<file path="src/rtl/dtssp_pkg.sv">
// constants, codes and register layout of the transmit serial system port
// assumes a 50 MHz system clock and a classic wishbone register bus
package dtssp_pkg;
	// register byte offsets
	localparam logic [7:0] ADDR_CTRL   = 8'h00;
	localparam logic [7:0] ADDR_STATUS = 8'h04;
	localparam logic [7:0] ADDR_DATA   = 8'h08;

	// control register fields (port_control_three)
	localparam int F_MODE_LO   = 0;
	localparam int F_MODE_HI   = 1;
	localparam int F_FUNC_DEN  = 2;
	localparam int F_REF_LO    = 3;
	localparam int F_REF_HI    = 5;
	localparam int F_DCK_LO    = 6;
	localparam int F_DCK_HI    = 8;
	localparam int F_TCLK_GAP  = 9;
	localparam int F_INV_ALIGN = 10;
	localparam int F_INV_DATA  = 11;
	localparam int F_INV_CLKO  = 12;
	localparam int F_INV_MARK  = 13;
	localparam int F_INV_REF   = 14;
	localparam int F_INV_DCK   = 15;
	localparam int F_LOOP      = 16;
	localparam int F_ADAPT     = 17;
	localparam int CTRL_BITS   = 18;
	localparam logic [CTRL_BITS-1:0] CTRL_RESET = 18'h00000;

	// status and data register fields
	localparam int S_ALIGNED  = 0;
	localparam int S_OVERFLOW = 1;
	localparam int S_LVL_LO   = 4;
	localparam int S_LVL_HI   = 7;
	localparam int S_NONEMPTY = 8;
	localparam int D_VALID    = 8;

	// operating modes
	localparam logic [1:0] MODE_CLEAR = 2'h0;
	localparam logic [1:0] MODE_DS3   = 2'h1;
	localparam logic [1:0] MODE_E3    = 2'h2;

	// clock source codes, shared by the reference and data clock selects
	localparam int CK_TX_IN   = 0;
	localparam int CK_TX_LINE = 1;
	localparam int CK_TX_OUT  = 2;
	localparam int CK_RX_OUT  = 3;
	localparam int CK_RX_LINE = 4;
	localparam int CK_GAPPED  = 5;
	localparam int CK_COUNT   = 6;

	// frame geometry: overhead bits at the head of every block
	localparam int POS_W = 13;
	localparam logic [POS_W-1:0] DS3_FRAME = 13'h1298; // 4760 bits
	localparam logic [POS_W-1:0] DS3_BLOCK = 13'h0055; // 85 bits
	localparam logic [POS_W-1:0] DS3_OH    = 13'h0001;
	localparam logic [POS_W-1:0] E3_FRAME  = 13'h0600; // 1536 bits
	localparam logic [POS_W-1:0] E3_BLOCK  = 13'h0600;
	localparam logic [POS_W-1:0] E3_OH     = 13'h000c; // 12 bits
	localparam logic [POS_W-1:0] LEAD      = 13'h0003; // marker lead in clocks

	// payload word path
	localparam int WORD_W     = 8;
	localparam int FIFO_DEPTH = 8;
	localparam int LVL_W      = 4;
	localparam logic [2:0] LAST_BIT = 3'h7;

	// rate adapter clock made from the system clock (half period in cycles)
	localparam int ADAPT_HALF = 1;
endpackage

</file>
<file path="src/rtl/dtssp_top.sv">
// transmit serial system port: frame timing, marker/enable pin, clock out, payload capture
// assumes all pin inputs are asynchronous to CLOCK and slower than CLOCK/4
//
// Behaviour
// - rising align edge sets frame start position
// - missing or static align keeps current timing
// - align sampled on reference edge, data on data clock edge
// - reference clock chosen among five sources
// - framed modes take payload from serial input
// - clear channel takes every serial bit
// - data may also reference the gapped clock
// - continuous select drives framer clock out
// - gapped select gates clock by payload enable
// - each port signal has its own inversion
// - frame marker pulses three clocks early
// - enable rises and falls three clocks early
// - marker/enable updated on reference edge
// - one pin, function selectable, framed only
// - clock input ignored when loop or adapter
//
// Decided for this implementation: the Wishbone slave port and the register offsets.
`timescale 1ns/100ps

// word fifo with valid/ready on both sides
module dtssp_fifo #(
	parameter int WIDTH = 8,
	parameter int DEPTH = 8
) (
	input  wire logic                       clk,
	input  wire logic                       rst_n,
	input  wire logic [WIDTH-1:0]           in_data,
	input  wire logic                       in_valid,
	output logic                            in_ready,
	output logic [WIDTH-1:0]                out_data,
	output logic                            out_valid,
	input  wire logic                       out_ready,
	output logic [$clog2(DEPTH+1)-1:0]      level
);
	localparam int AW = $clog2(DEPTH);
	logic [WIDTH-1:0] mem [DEPTH];
	logic [AW-1:0]    wr_ptr;
	logic [AW-1:0]    rd_ptr;
	logic             push;
	logic             pop;

	assign in_ready  = (level != DEPTH[$clog2(DEPTH+1)-1:0]);
	assign out_valid = (level != '0);
	assign out_data  = mem[rd_ptr];
	assign push      = in_valid & in_ready;
	assign pop       = out_valid & out_ready;

	// storage array
	always_ff @(posedge clk) begin
		if (push) begin
			mem[wr_ptr] <= in_data;
		end
	end

	// pointers and fill level
	always_ff @(posedge clk or negedge rst_n) begin
		if (!rst_n) begin
			wr_ptr <= '0;
			rd_ptr <= '0;
			level  <= '0;
		end else begin
			if (push) begin
				wr_ptr <= wr_ptr + 1'b1;
			end
			if (pop) begin
				rd_ptr <= rd_ptr + 1'b1;
			end
			if (push & ~pop) begin
				level <= level + 1'b1;
			end else if (pop & ~push) begin
				level <= level - 1'b1;
			end
		end
	end
endmodule

module dtssp_top (
	input  wire logic                 CLOCK,
	input  wire logic                 RESET_N,
	input  wire logic                 WB_CYC_I,
	input  wire logic                 WB_STB_I,
	input  wire logic                 WB_WE_I,
	input  wire logic [7:0]           WB_ADR_I,
	input  wire logic [3:0]           WB_SEL_I,
	input  wire logic [31:0]          WB_DAT_I,
	output logic      [31:0]          WB_DAT_O,
	output logic                      WB_ACK_O,
	input  wire logic                 TX_FRAME_ALIGN_IN,
	input  wire logic                 TX_SERIAL_DATA_IN,
	input  wire logic                 TX_CLOCK_IN,
	input  wire logic                 TX_LINE_CLOCK,
	input  wire logic                 RX_CLOCK_OUT,
	input  wire logic                 RX_LINE_CLOCK,
	output logic                      TX_CLOCK_OUT,
	output logic                      TX_FRAME_MARKER_OUT
);
	import dtssp_pkg::*;

	// pin index in the synchroniser vector
	localparam int P_ALIGN = 0;
	localparam int P_DATA  = 1;
	localparam int P_TCLK  = 2;
	localparam int P_TLINE = 3;
	localparam int P_RCLK  = 4;
	localparam int P_RLINE = 5;
	localparam int P_N     = 6;

	logic [P_N-1:0]       sync_a;
	logic [P_N-1:0]       sync_b;
	logic [CTRL_BITS-1:0] port_control_three;
	logic [1:0]           mode;
	logic                 framed;
	logic                 div_clk;
	logic [3:0]           div_cnt;
	logic                 framer_src;
	logic                 clk_out_lvl;
	logic                 gap_out_lvl;
	logic                 den_lvl;
	logic [CK_COUNT-1:0]  ck_vec;
	logic                 ref_lvl;
	logic                 ref_prev;
	logic                 ref_edge;
	logic                 dck_lvl;
	logic                 dck_prev;
	logic                 dck_edge;
	logic                 align_lvl;
	logic                 align_prev;
	logic                 align_rise;
	logic [POS_W-1:0]     frm_pos;
	logic [POS_W-1:0]     blk_pos;
	logic [POS_W-1:0]     next_frm_pos;
	logic [POS_W-1:0]     next_blk_pos;
	logic [2:0]           pay_pipe;
	logic                 take_bit;
	logic                 data_bit;
	logic [WORD_W-2:0]    shifter;
	logic [2:0]           bit_cnt;
	logic [WORD_W-1:0]    word;
	logic                 word_valid;
	logic                 word_ready;
	logic [WORD_W-1:0]    fifo_data;
	logic                 fifo_valid;
	logic                 fifo_pop;
	logic [LVL_W-1:0]     fifo_level;
	logic                 aligned_flag;
	logic                 overflow_flag;
	logic                 bus_req;
	logic                 wr_ctrl;
	logic                 wr_status;
	logic                 rd_data;
	logic                 overflow_evt;

	// frame length of the current mode
	function automatic logic [POS_W-1:0] frame_len(input logic [1:0] m);
		frame_len = (m == MODE_E3) ? E3_FRAME : DS3_FRAME;
	endfunction

	// block length of the current mode
	function automatic logic [POS_W-1:0] block_len(input logic [1:0] m);
		block_len = (m == MODE_E3) ? E3_BLOCK : DS3_BLOCK;
	endfunction

	// true when a block position carries payload
	function automatic logic is_payload(input logic [1:0] m, input logic [POS_W-1:0] b);
		is_payload = (b >= ((m == MODE_E3) ? E3_OH : DS3_OH));
	endfunction

	// clock level of a source code, the gapped clock only where allowed
	function automatic logic pick_clock(input logic [2:0] sel,
		input logic [CK_COUNT-1:0] v, input logic allow_gap);
		if (sel < 3'(CK_GAPPED)) begin
			pick_clock = v[sel];
		end else if (sel == 3'(CK_GAPPED) && allow_gap) begin
			pick_clock = v[CK_GAPPED];
		end else begin
			pick_clock = 1'b0;
		end
	endfunction

	assign mode   = port_control_three[F_MODE_HI:F_MODE_LO];
	assign framed = (mode == MODE_DS3) || (mode == MODE_E3);

	// two-stage synchronisers for every pin input
	always_ff @(posedge CLOCK or negedge RESET_N) begin
		if (!RESET_N) begin
			sync_a <= '0;
			sync_b <= '0;
		end else begin
			sync_a <= {RX_LINE_CLOCK, RX_CLOCK_OUT, TX_LINE_CLOCK, TX_CLOCK_IN,
				TX_SERIAL_DATA_IN, TX_FRAME_ALIGN_IN};
			sync_b <= sync_a;
		end
	end

	// rate adapter clock divided down from the system clock
	always_ff @(posedge CLOCK or negedge RESET_N) begin
		if (!RESET_N) begin
			div_cnt <= '0;
			div_clk <= 1'b0;
		end else if (div_cnt == 4'(ADAPT_HALF - 1)) begin
			div_cnt <= '0;
			div_clk <= ~div_clk;
		end else begin
			div_cnt <= div_cnt + 1'b1;
		end
	end

	// framer clock source; the clock input is not looked at in loop or adapter timing
	always_comb begin
		if (port_control_three[F_LOOP]) begin
			framer_src = sync_b[P_RLINE];
		end else if (port_control_three[F_ADAPT]) begin
			framer_src = div_clk;
		end else begin
			framer_src = sync_b[P_TCLK];
		end
	end

	// clock output, continuous or gated by the payload enable
	always_ff @(posedge CLOCK or negedge RESET_N) begin
		if (!RESET_N) begin
			clk_out_lvl  <= 1'b0;
			gap_out_lvl  <= 1'b0;
			TX_CLOCK_OUT <= 1'b0;
		end else begin
			clk_out_lvl <= framer_src;
			gap_out_lvl <= framer_src & den_lvl;
			if (port_control_three[F_TCLK_GAP]) begin
				TX_CLOCK_OUT <= (framer_src & den_lvl) ^ port_control_three[F_INV_CLKO];
			end else begin
				TX_CLOCK_OUT <= framer_src ^ port_control_three[F_INV_CLKO];
			end
		end
	end

	// selectable reference and data clocks with their own inversion
	assign ck_vec    = {gap_out_lvl, sync_b[P_RLINE], sync_b[P_RCLK], clk_out_lvl,
		sync_b[P_TLINE], sync_b[P_TCLK]};
	assign ref_lvl   = pick_clock(port_control_three[F_REF_HI:F_REF_LO], ck_vec, 1'b0)
		^ port_control_three[F_INV_REF];
	assign dck_lvl   = pick_clock(port_control_three[F_DCK_HI:F_DCK_LO], ck_vec, 1'b1)
		^ port_control_three[F_INV_DCK];
	assign ref_edge  = ref_lvl & ~ref_prev;
	assign dck_edge  = dck_lvl & ~dck_prev;
	assign align_lvl = sync_b[P_ALIGN] ^ port_control_three[F_INV_ALIGN];
	assign align_rise = ref_edge & align_lvl & ~align_prev;

	// edge finders for the selected clocks and the align input
	always_ff @(posedge CLOCK or negedge RESET_N) begin
		if (!RESET_N) begin
			ref_prev   <= 1'b0;
			dck_prev   <= 1'b0;
			align_prev <= 1'b0;
		end else begin
			ref_prev <= ref_lvl;
			dck_prev <= dck_lvl;
			if (ref_edge) begin
				align_prev <= align_lvl;
			end
		end
	end

	// next look-ahead position, three bits ahead of the sampled one
	always_comb begin
		next_frm_pos = frm_pos + 1'b1;
		next_blk_pos = blk_pos + 1'b1;
		if (next_frm_pos >= frame_len(mode)) begin
			next_frm_pos = '0;
			next_blk_pos = '0;
		end else if (next_blk_pos >= block_len(mode)) begin
			next_blk_pos = '0;
		end
	end

	// frame timing counters; held at zero in clear channel, otherwise free-running unless an align edge arrives
	always_ff @(posedge CLOCK or negedge RESET_N) begin
		if (!RESET_N) begin
			frm_pos  <= '0;
			blk_pos  <= '0;
			pay_pipe <= '0;
		end else if (!framed) begin
			frm_pos  <= '0;
			blk_pos  <= '0;
			pay_pipe <= '0;
		end else if (align_rise) begin
			frm_pos  <= LEAD;
			blk_pos  <= LEAD;
			pay_pipe <= {is_payload(mode, POS_W'(0)), is_payload(mode, POS_W'(1)),
				is_payload(mode, POS_W'(2))};
		end else if (ref_edge) begin
			frm_pos  <= next_frm_pos;
			blk_pos  <= next_blk_pos;
			pay_pipe <= {pay_pipe[1:0], is_payload(mode, blk_pos)};
		end
	end

	// shared marker/enable pin, driven three bits ahead on the reference edge
	always_ff @(posedge CLOCK or negedge RESET_N) begin
		if (!RESET_N) begin
			den_lvl             <= 1'b0;
			TX_FRAME_MARKER_OUT <= 1'b0;
		end else if (ref_edge) begin
			den_lvl <= framed & is_payload(mode, blk_pos);
			if (!framed) begin
				TX_FRAME_MARKER_OUT <= port_control_three[F_INV_MARK];
			end else if (port_control_three[F_FUNC_DEN]) begin
				TX_FRAME_MARKER_OUT <= is_payload(mode, blk_pos)
					^ port_control_three[F_INV_MARK];
			end else begin
				TX_FRAME_MARKER_OUT <= (frm_pos == '0)
					^ port_control_three[F_INV_MARK];
			end
		end
	end

	// which data clock edges carry a bit for us
	always_comb begin
		data_bit = sync_b[P_DATA] ^ port_control_three[F_INV_DATA];
		if (mode == MODE_CLEAR) begin
			take_bit = dck_edge;
		end else if (port_control_three[F_DCK_HI:F_DCK_LO] == 3'(CK_GAPPED)) begin
			take_bit = framed & dck_edge;
		end else begin
			take_bit = framed & dck_edge & pay_pipe[2];
		end
	end

	assign overflow_evt = take_bit & (bit_cnt == LAST_BIT) & word_valid & ~word_ready;

	// bits gathered into words, msb first; a word completed while one is still held is dropped
	always_ff @(posedge CLOCK or negedge RESET_N) begin
		if (!RESET_N) begin
			shifter    <= '0;
			bit_cnt    <= '0;
			word       <= '0;
			word_valid <= 1'b0;
		end else begin
			if (word_valid & word_ready) begin
				word_valid <= 1'b0;
			end
			if (take_bit) begin
				if (bit_cnt == LAST_BIT) begin
					bit_cnt <= '0;
					if (!(word_valid & ~word_ready)) begin
						word       <= {shifter, data_bit};
						word_valid <= 1'b1;
					end
				end else begin
					shifter <= {shifter[WORD_W-3:0], data_bit};
					bit_cnt <= bit_cnt + 1'b1;
				end
			end
		end
	end

	dtssp_fifo #(
		.WIDTH (WORD_W),
		.DEPTH (FIFO_DEPTH)
	) u_fifo (
		.clk       (CLOCK),
		.rst_n     (RESET_N),
		.in_data   (word),
		.in_valid  (word_valid),
		.in_ready  (word_ready),
		.out_data  (fifo_data),
		.out_valid (fifo_valid),
		.out_ready (fifo_pop),
		.level     (fifo_level)
	);

	// bus decode; a request is answered one cycle after it is seen
	assign bus_req   = WB_CYC_I & WB_STB_I & ~WB_ACK_O;
	assign wr_ctrl   = bus_req & WB_WE_I & (WB_ADR_I == ADDR_CTRL);
	assign wr_status = bus_req & WB_WE_I & (WB_ADR_I == ADDR_STATUS);
	assign rd_data   = bus_req & ~WB_WE_I & (WB_ADR_I == ADDR_DATA);
	assign fifo_pop  = rd_data & fifo_valid;

	// control register, byte lanes honoured
	always_ff @(posedge CLOCK or negedge RESET_N) begin
		if (!RESET_N) begin
			port_control_three <= CTRL_RESET;
		end else if (wr_ctrl) begin
			for (int i = 0; i < CTRL_BITS; i++) begin
				if (WB_SEL_I[i / 8]) begin
					port_control_three[i] <= WB_DAT_I[i];
				end
			end
		end
	end

	// sticky status flags, write one to clear, a new event wins
	always_ff @(posedge CLOCK or negedge RESET_N) begin
		if (!RESET_N) begin
			aligned_flag  <= 1'b0;
			overflow_flag <= 1'b0;
		end else begin
			if (align_rise & framed) begin
				aligned_flag <= 1'b1;
			end else if (wr_status & WB_SEL_I[0] & WB_DAT_I[S_ALIGNED]) begin
				aligned_flag <= 1'b0;
			end
			if (overflow_evt) begin
				overflow_flag <= 1'b1;
			end else if (wr_status & WB_SEL_I[0] & WB_DAT_I[S_OVERFLOW]) begin
				overflow_flag <= 1'b0;
			end
		end
	end

	// acknowledge and read data
	always_ff @(posedge CLOCK or negedge RESET_N) begin
		if (!RESET_N) begin
			WB_ACK_O <= 1'b0;
			WB_DAT_O <= '0;
		end else begin
			WB_ACK_O <= bus_req;
			WB_DAT_O <= '0;
			if (bus_req & ~WB_WE_I) begin
				case (WB_ADR_I)
					ADDR_CTRL: begin
						WB_DAT_O[CTRL_BITS-1:0] <= port_control_three;
					end
					ADDR_STATUS: begin
						WB_DAT_O[S_ALIGNED]           <= aligned_flag;
						WB_DAT_O[S_OVERFLOW]          <= overflow_flag;
						WB_DAT_O[S_LVL_HI:S_LVL_LO]   <= fifo_level;
						WB_DAT_O[S_NONEMPTY]          <= fifo_valid;
					end
					ADDR_DATA: begin
						WB_DAT_O[WORD_W-1:0] <= fifo_valid ? fifo_data : '0;
						WB_DAT_O[D_VALID]    <= fifo_valid;
					end
					default: begin
						WB_DAT_O <= '0;
					end
				endcase
			end
		end
	end
endmodule

</file>
<file path="config.mk">
export PLATFORM = sky130hd
export DESIGN_NAME = dtssp_top
export DESIGN_NICKNAME = d
export VERILOG_FILES = /design/src/rtl/dtssp_pkg.sv /design/src/rtl/dtssp_top.sv
export SDC_FILE = /design/constraint.sdc
export NUM_CORES = 1
export LEC_CHECK = 0
export ABC_AREA = 1
export BUFFER_PORTS_ARGS = -buffer_cell sky130_fd_sc_hd__buf_4
export CAP_MARGIN = 30
export CELL_PAD_IN_SITES_DETAIL_PLACEMENT = 0
export CELL_PAD_IN_SITES_GLOBAL_PLACEMENT = 1
export CORE_AREA = 2 2 138 140
export DETAILED_ROUTE_END_ITERATION = 8
export DIE_AREA = 0 0 140 142
export PLACE_DENSITY_LB_ADDON = 0.1
export SYNTH_ARGS = -nofsm -noshare
export SYNTH_HDL_FRONTEND = slang
export SYNTH_HIERARCHICAL = 1
export SYNTH_SLANG_ARGS = --single-unit
export TNS_END_PERCENT = 50
</file>
<file path="constraint.sdc">
create_clock -name CLOCK -period 3.9 [get_ports CLOCK]
set_input_delay 0.39 -clock CLOCK [delete_from_list [all_inputs] [get_ports CLOCK]]
set_output_delay 0.39 -clock CLOCK [all_outputs]
set_load 0.005 [all_outputs]
</file>
== Word level (Yosys, flattened, before mapping) ==
Memories as Yosys holds them, arrays and structs flattened.
Cells that the tools add are included.
Cells by class
  muxes and demuxes: 49
  add/sub/neg operators: 8
  bitwise operators: 47
  divide/modulo/power cells: 0
  equal/unequal tests: 8
  order comparisons: 10
  reduce and logical (&&, ||, !) cells: 14
  multipliers: 0
  shifts and indexed selects: 0
Operators with widths (number)
  two-way mux 13 bit: 10
  bitwise AND 1 bit: 28
  adder 13 x 1 -> 13 bit (second input constant): 2
  greater-or-equal comparator 1 x 13 -> 1 bit (first input constant): 2
  two-way mux 1 bit: 22
  two-way mux 18 bit: 1
  two-way mux 4 bit: 4
  one-hot mux 5 bit (3 select lines): 1
  greater-or-equal comparator 13 x 11 -> 1 bit: 1
  greater-or-equal comparator 13 bit: 1
  greater-or-equal comparator 13 x 4 -> 1 bit: 1
  greater-or-equal comparator 2 x 13 -> 1 bit (first input constant): 1
  zero test 13 bit: 1
  two-way mux 3 bit: 4
  two-way mux 11 bit: 1
  NOT 1 bit: 11
  adder 3 x 1 -> 3 bit (second input constant): 3
  two-way mux 9 bit: 1
  adder 4 x 1 -> 4 bit (second input constant): 2
  equality test 8 x 3 -> 1 bit (second input constant): 1
  equality test 8 x 4 -> 1 bit (second input constant): 1
  zero test 8 bit: 1
  < comparator 3 x 4 -> 1 bit (second input constant): 2
  two-way mux 8 bit: 1
  other kinds (18): 33
Storage, ports and cells
  output and inout port bits: 35
  memory bits (read-only): 0
  memories kept: 1
  RAM bits: 64
  bits in registers: 122
  bits in latches: 0
Memory list
  u_fifo.mem: depth 8, bits a word 8, rd ports 1, clocked after Yosys merged registers in 0, write ports 1, line dtssp_top.sv:40  | logic [WIDTH-1:0] mem [DEPTH];

== Depth between registers and ports, before layout ==
  depth in word-level cells: 13
  depth in mapped cells: 18

== By module ==
Netlist, hierarchy kept.
Modules (own cells, without submodules)
  dtssp_top: area each 5659.2 um2, times used 1, cells an instance 675
  dtssp_fifo: area each 3180.6 um2, times used 1, cells an instance 294

== Worst setup path after synthesis ==
No wires, ideal clock.
  kind: reg-to-reg
  from: register WB_ACK_O
  to: register u_fifo.level[3]
  cell stages (with the launch flop): 13
  arrival time: 2.619 ns
  period minus slack after synthesis: 2.736 ns
  path slack: 1.164 ns
  setup time: 0.117 ns
  cells stage by stage: dfrtp_1 > nor4_1 > inv_1 > nor2_1 > nand2_1 > ha_1 > inv_1 > ha_1 > or2_2 > nand2_1 > nand2_1 > nand3_1 > nand2_1
On the way
  cells in the longest elaborated chain, start to end: 9
  elaborated cells on any way between the ends: 11
  those cells by class: mux: 1; bitwise: 9; reduce/logical: 1
Ends and longest elaborated chain
  from (decl): line dtssp_top.sv:91  | output logic WB_ACK_O,
  from (signal assigned): line dtssp_top.sv:420  | WB_ACK_O <= bus_req;
  NOT 1 bit (*): line dtssp_top.sv:376  | assign bus_req = WB_CYC_I & WB_STB_I & ~WB_ACK_O;
  bitwise AND 1 bit (*): line dtssp_top.sv:376
  bitwise AND 1 bit (*) (2 in series): line dtssp_top.sv:379  | assign rd_data = bus_req & ~WB_WE_I & (WB_ADR_I == ADDR_DATA);
  bitwise AND 1 bit (*): line dtssp_top.sv:380  | assign fifo_pop = rd_data & fifo_valid;
  via fifo_pop: line dtssp_top.sv:147  | logic fifo_pop;
  bitwise AND 1 bit (*): line dtssp_top.sv:50  | assign pop = out_valid & out_ready;
  NOT 1 bit: line dtssp_top.sv:72  | if (push & ~pop) begin
  bitwise AND 1 bit: line dtssp_top.sv:72
  two-way mux 4 bit or nonzero test 2 bit (tied branches)
  to (signal assigned): line dtssp_top.sv:73  | level <= level + 1'b1;
  to (signal assigned): line dtssp_top.sv:75  | level <= level - 1'b1;
  to (decl): line dtssp_top.sv:37  | output logic [$clog2(DEPTH+1)-1:0] level
Mark *: on every way through the listed nets, which the timed path passes. The rest lies on a longest branch.
A chain may end at the register's enable or synchronous reset.

== Worst setup path in the final report ==
  from: register blk_pos[0]
  to: register blk_pos[8]
On the way
  cells in the longest elaborated chain, start to end: 7
Ends and longest elaborated chain
  from (decl): line dtssp_top.sv:134  | logic [POS_W-1:0] blk_pos;
  from (signal assigned): line dtssp_top.sv:296  | blk_pos <= next_blk_pos;
  adder 13 x 1 -> 13 bit (*): line dtssp_top.sv:270  | next_blk_pos = blk_pos + 1'b1;
  greater-or-equal comparator 13 x 11 -> 1 bit: line dtssp_top.sv:274  | end else if (next_blk_pos >= block_len(mode)) begin
  two-way mux 13 bit (*): line dtssp_top.sv:274
  two-way mux 13 bit (*): line dtssp_top.sv:271  | if (next_frm_pos >= frame_len(mode)) begin
  two-way mux 13 bit (*): line dtssp_top.sv:294  | end else if (ref_edge) begin
  two-way mux 13 bit (*): line dtssp_top.sv:289  | end else if (align_rise) begin
  two-way mux 13 bit (*): line dtssp_top.sv:285  | end else if (!framed) begin
Mark *: on every way between the ends. The rest lies on a longest branch, timed or not. The select of a mux whose other input is x is not followed.

==> metrics.md <==
| Metric | Value |
|---|---|
| Mapped Area | 8840 µm² |
| Rel. slew slack | 0.348 |
| Grt ovf | 0 |
| TritonCTS Buffers | 17 |
| Port-buffer cells | 60 |
| P per Cell Area | 381 nW/µm² |
| Die Ht | 142 µm |
| Fin. Hold Viols | 0 |
| Crit-path most repeated cell | nand2_1 |
| Num ports | 90 |
| R2R cell count | 13 |
| Global routing's busiest layer | met2 |
| Seq/Total Area, Yosys | 0.563 |
| Met3 usage | 0.0347 |
| Met1 usage | 0.267 |
| ANT cells | 0 |
| Largest cells by area after synthesis | dfrtp_1 35%, edfxtp_1 22%, nand2_1 13% |
| WP data arrival | 3.28 ns |
| DP Wirelength | 13.6 mm |
| Number of synthesized flops with an enable pin | 64 |
| WL final | 19.1 mm |
| Power consumption | 3820 µW |
| DR vias/cell | 4.96 |
| Required @ worst endpoint | 4.27 ns |
| Clk buf depth | 2 |
| Root Driver | clkbuf_16 |
| Syn avg cell area | 9.12 µm² |
| R2R Path Start | blk_pos[0]$_DFFE_PN0P_ |
| Vias | 6360 |
| Final min period | 2.92 ns |
| Setup ws final | 0.982 ns |
| Slew Viols, Final | 0 |
| Crit-path slowest cell | dfrtp_1 |
| RSZ-0062 raised after global routing | no |
| Worst path bufs/invs | 0 |
| Initial drt markers | 326 |
| Die ar. | 19900 µm² |
| Max Fclk | 343 MHz |
| All-Layer GR Usage | 0.205 |
| Nets@finish | 1119 |
| #FFs+latches synth | 186 |
| Clock tree from TritonCTS | built |
| Post-synth ARST share | 0.656 |
| Core area | 18500 µm² |
| DP Worst Slack | 0.931 ns |
| Worst-margin pin slew | 0.974 ns |
| Setup CP Type | flop to flop |
| Post-CTS Setup Repair Bufs | 0 |
| Max cap viols | 0 |
| Grt met2 use | 0.355 |
| CTS HTree Levels | 4 |
| Critical path endpoint | blk_pos[8]$_DFFE_PN0P_ |
| Initial antenna violation count | 0 |
| Failing checks | DRC |
| DR WL/cell | 14.9 µm |
| CTS resizes | 0 |
| RePlAce Congestion | 0.825 |
| VDD IR-drop max | 290 µV |
| Status | complete, but fails checks |
| Vias in the first global route | 6469 |
| Synth Warn # | 6 |
| Setup Skew | 0.0109 ns |
| Area grow syn2layout | 13.3% |
| Ratio of cells with drive above 1 in the final layout | 0.124 |
| Filler cells | 1731 |
| Endpoints failing setup | 0 |
| Synthesized instance count | 969 |
| Setup TNS | 0 ns |
| DRT antenna net count | 0 |
| DR DRC count | 2 |
| Yosys top cell area share | 0.345 |
| Reg-to-reg endpoint | blk_pos[8]$_DFFE_PN0P_ |
| Final Cycle Share | 0.748 |
| Crit path from | blk_pos[0]$_DFFE_PN0P_ |
| Levels on crit path | 13 |
| Clock Pin Slew Worst Setup and Hold Paths | 0.08 ns |
| Class of the worst hold path | input pin to flop |
| CP cell instances | ha_1 > nand2_1 > nor2_2 > nand2_1 > nor2_1 > xor2_1 > ha_1 > a21oi_1 > nand3_1 > a21oi_1 > and2_1 > nand3_1 > nand2_1 |
| Initial Util | 0.479 |
| Sink Count | 186 |
| TritonRoute pass-1 iters | 7 |
| CP Capture Type | flop |
| Lkg Pwr | 0.00484 µW |
| Ys flop type | dfrtp_1 |
| CP max FO | 9 |
| Biggest area consumer among synthesized cells | dfrtp_1 |
| Largest stage delay, worst path | 0.46 ns |
| First-pass GRT wire length | 32.1 mm |
| Top delay family on crit path | simple AND/OR/NAND/NOR gates |
| Crit start category | flop |
| Die extent in x | 140 µm |
| Reg2Reg Setup Slack | 0.98 ns |
| Largest net degree at the start of global routing | 52 |
| Count of cell types in the netlist | 43 |
| Cell Rows | 50 |
| Clk_lat worst skew | 0.43 ns |
state kept, by name, indices dropped and copies added, names as in the netlist, 4 cells and up:
| register | flops |
|---|---|
| u_fifo/level | 4 |
| div_cnt | 4 |
| sync_a | 6 |
| port_control_three | 18 |
| sync_b | 6 |
| u_fifo/mem | 64 |
| shifter | 7 |
| blk_pos | 13 |
| frm_pos | 13 |
| WB_DAT_O | 18 |
| word | 8 |
logic make-up after synthesis:
family                     count (synthesis)  synth area share
muxes                                      4           0.00510
buffers and inverters                    130            0.0682
DFF                                      186             0.563
adders and majority gates                 30            0.0433
and+or+nand+nor                          482             0.226
other                                      1          0.000424
AOI/OAI and AO/OA                        114            0.0723
xor gates and xnor gates                  22            0.0218
synth_stat cells (2+ instances only):
cell type,count
a21boi_0,2
a21oi_1,20
a221oi_1,6
and2_1,2
buf_2,4
buf_4,19
buf_6,5
clkbuf_1,4
clkinv_1,2
dfrtp_1,122
edfxtp_1,64
ha_1,29
inv_1,88
inv_2,6
mux2_2,4
nand2_1,298
nand2_2,4
nand3_1,52
nand3_2,3
nand4_1,7
nor2_1,91
nor2_2,5
nor2_4,2
nor3_1,6
nor4_1,7
o211ai_1,4
o21ai_0,61
o21ai_1,11
o21ai_2,3
o21bai_1,3
or2_2,3
xnor2_1,5
xor2_1,17
final cells by class:
| cell class | count | area (µm²) | share of cell area |
|---|---|---|---|
| flip-flops and latches | 186 | 4970 | 0.497 |
| multi-input cells | 666 | 3310 | 0.331 |
| repair buffers | 67 | 505 | 0.0505 |
| clock buffers | 17 | 425 | 0.0425 |
| inverters | 96 | 360 | 0.0360 |
| well taps | 234 | 293 | 0.0292 |
| clock inverters | 15 | 145 | 0.0145 |
where the power goes:
part           switching, µW  total [µW]  internal, µW
clock network            816        1670           855
registers               12.3        2040          2030
logic                   60.6         106          45.7
routing by layer:
layer / wire length (µm) / vias to the layer above / part of all wire
met5: 0 / - / 0
met4: 332 / 0 / 0.017
met1: 8750 / 3019 / 0.46
met2: 9540 / 72 / 0.50
li1: - / 3248 / -
met3: 466 / 21 / 0.024
per-stage QoR:
step	instances	instance area, µm²	hold slack [ns]	util
after floorplan	982	8890	0.0944	-
after global placement	1247	9430	0.332	0.511
after detailed placement	1247	9430	0.340	0.511
after CTS	1280	10000	0.0447	0.542
after global routing	1281	10000	0.0441	0.543
final	1281	10000	0.0633	0.543
worst min-delay path by stage:
stage / start / to / cells after the start
floorplan: RESET_N / TX_CLOCK_OUT$_DFF_PN0_ / 0
global placement: sync_a[3]$_DFF_PN0_ / sync_b[3]$_DFF_PN0_ / 0
detailed placement: sync_a[0]$_DFF_PN0_ / sync_b[0]$_DFF_PN0_ / 0
CTS: RX_LINE_CLOCK / sync_a[5]$_DFF_PN0_ / 1
global route: RX_LINE_CLOCK / sync_a[5]$_DFF_PN0_ / 1
finish: RX_LINE_CLOCK / sync_a[5]$_DFF_PN0_ / 1
repair_timing:
| action | CTS | global route |
|---|---|---|
| setup endpoints to repair | 0 | 0 |
| hold buffers | 1 | 0 |
| endpoints found under the hold margin | 6 | 0 |
cells in the final DEF, fill, tap and decap left out, drive strengths merged:
cell type and count:
edfxtp 64, nand2 303, clkbuf 17, xnor2 5, xor2 17, nor4b 1
nand4 7, and2 2, o211ai 4, clkinv 6, nor3 6, or2 3
mux2 4, nand3 55, o21a 1, a21boi 2, conb 14, o31ai 1
fa 1, nor4 7, a221oi 6, nor2 98, dlygate4sd3 1, o21bai 3
dfrtp 122, a21oi 21, buf 66, inv 105, o21ai 75, o2111ai 1
ha 29
Power figures use the tool's default switching activity.
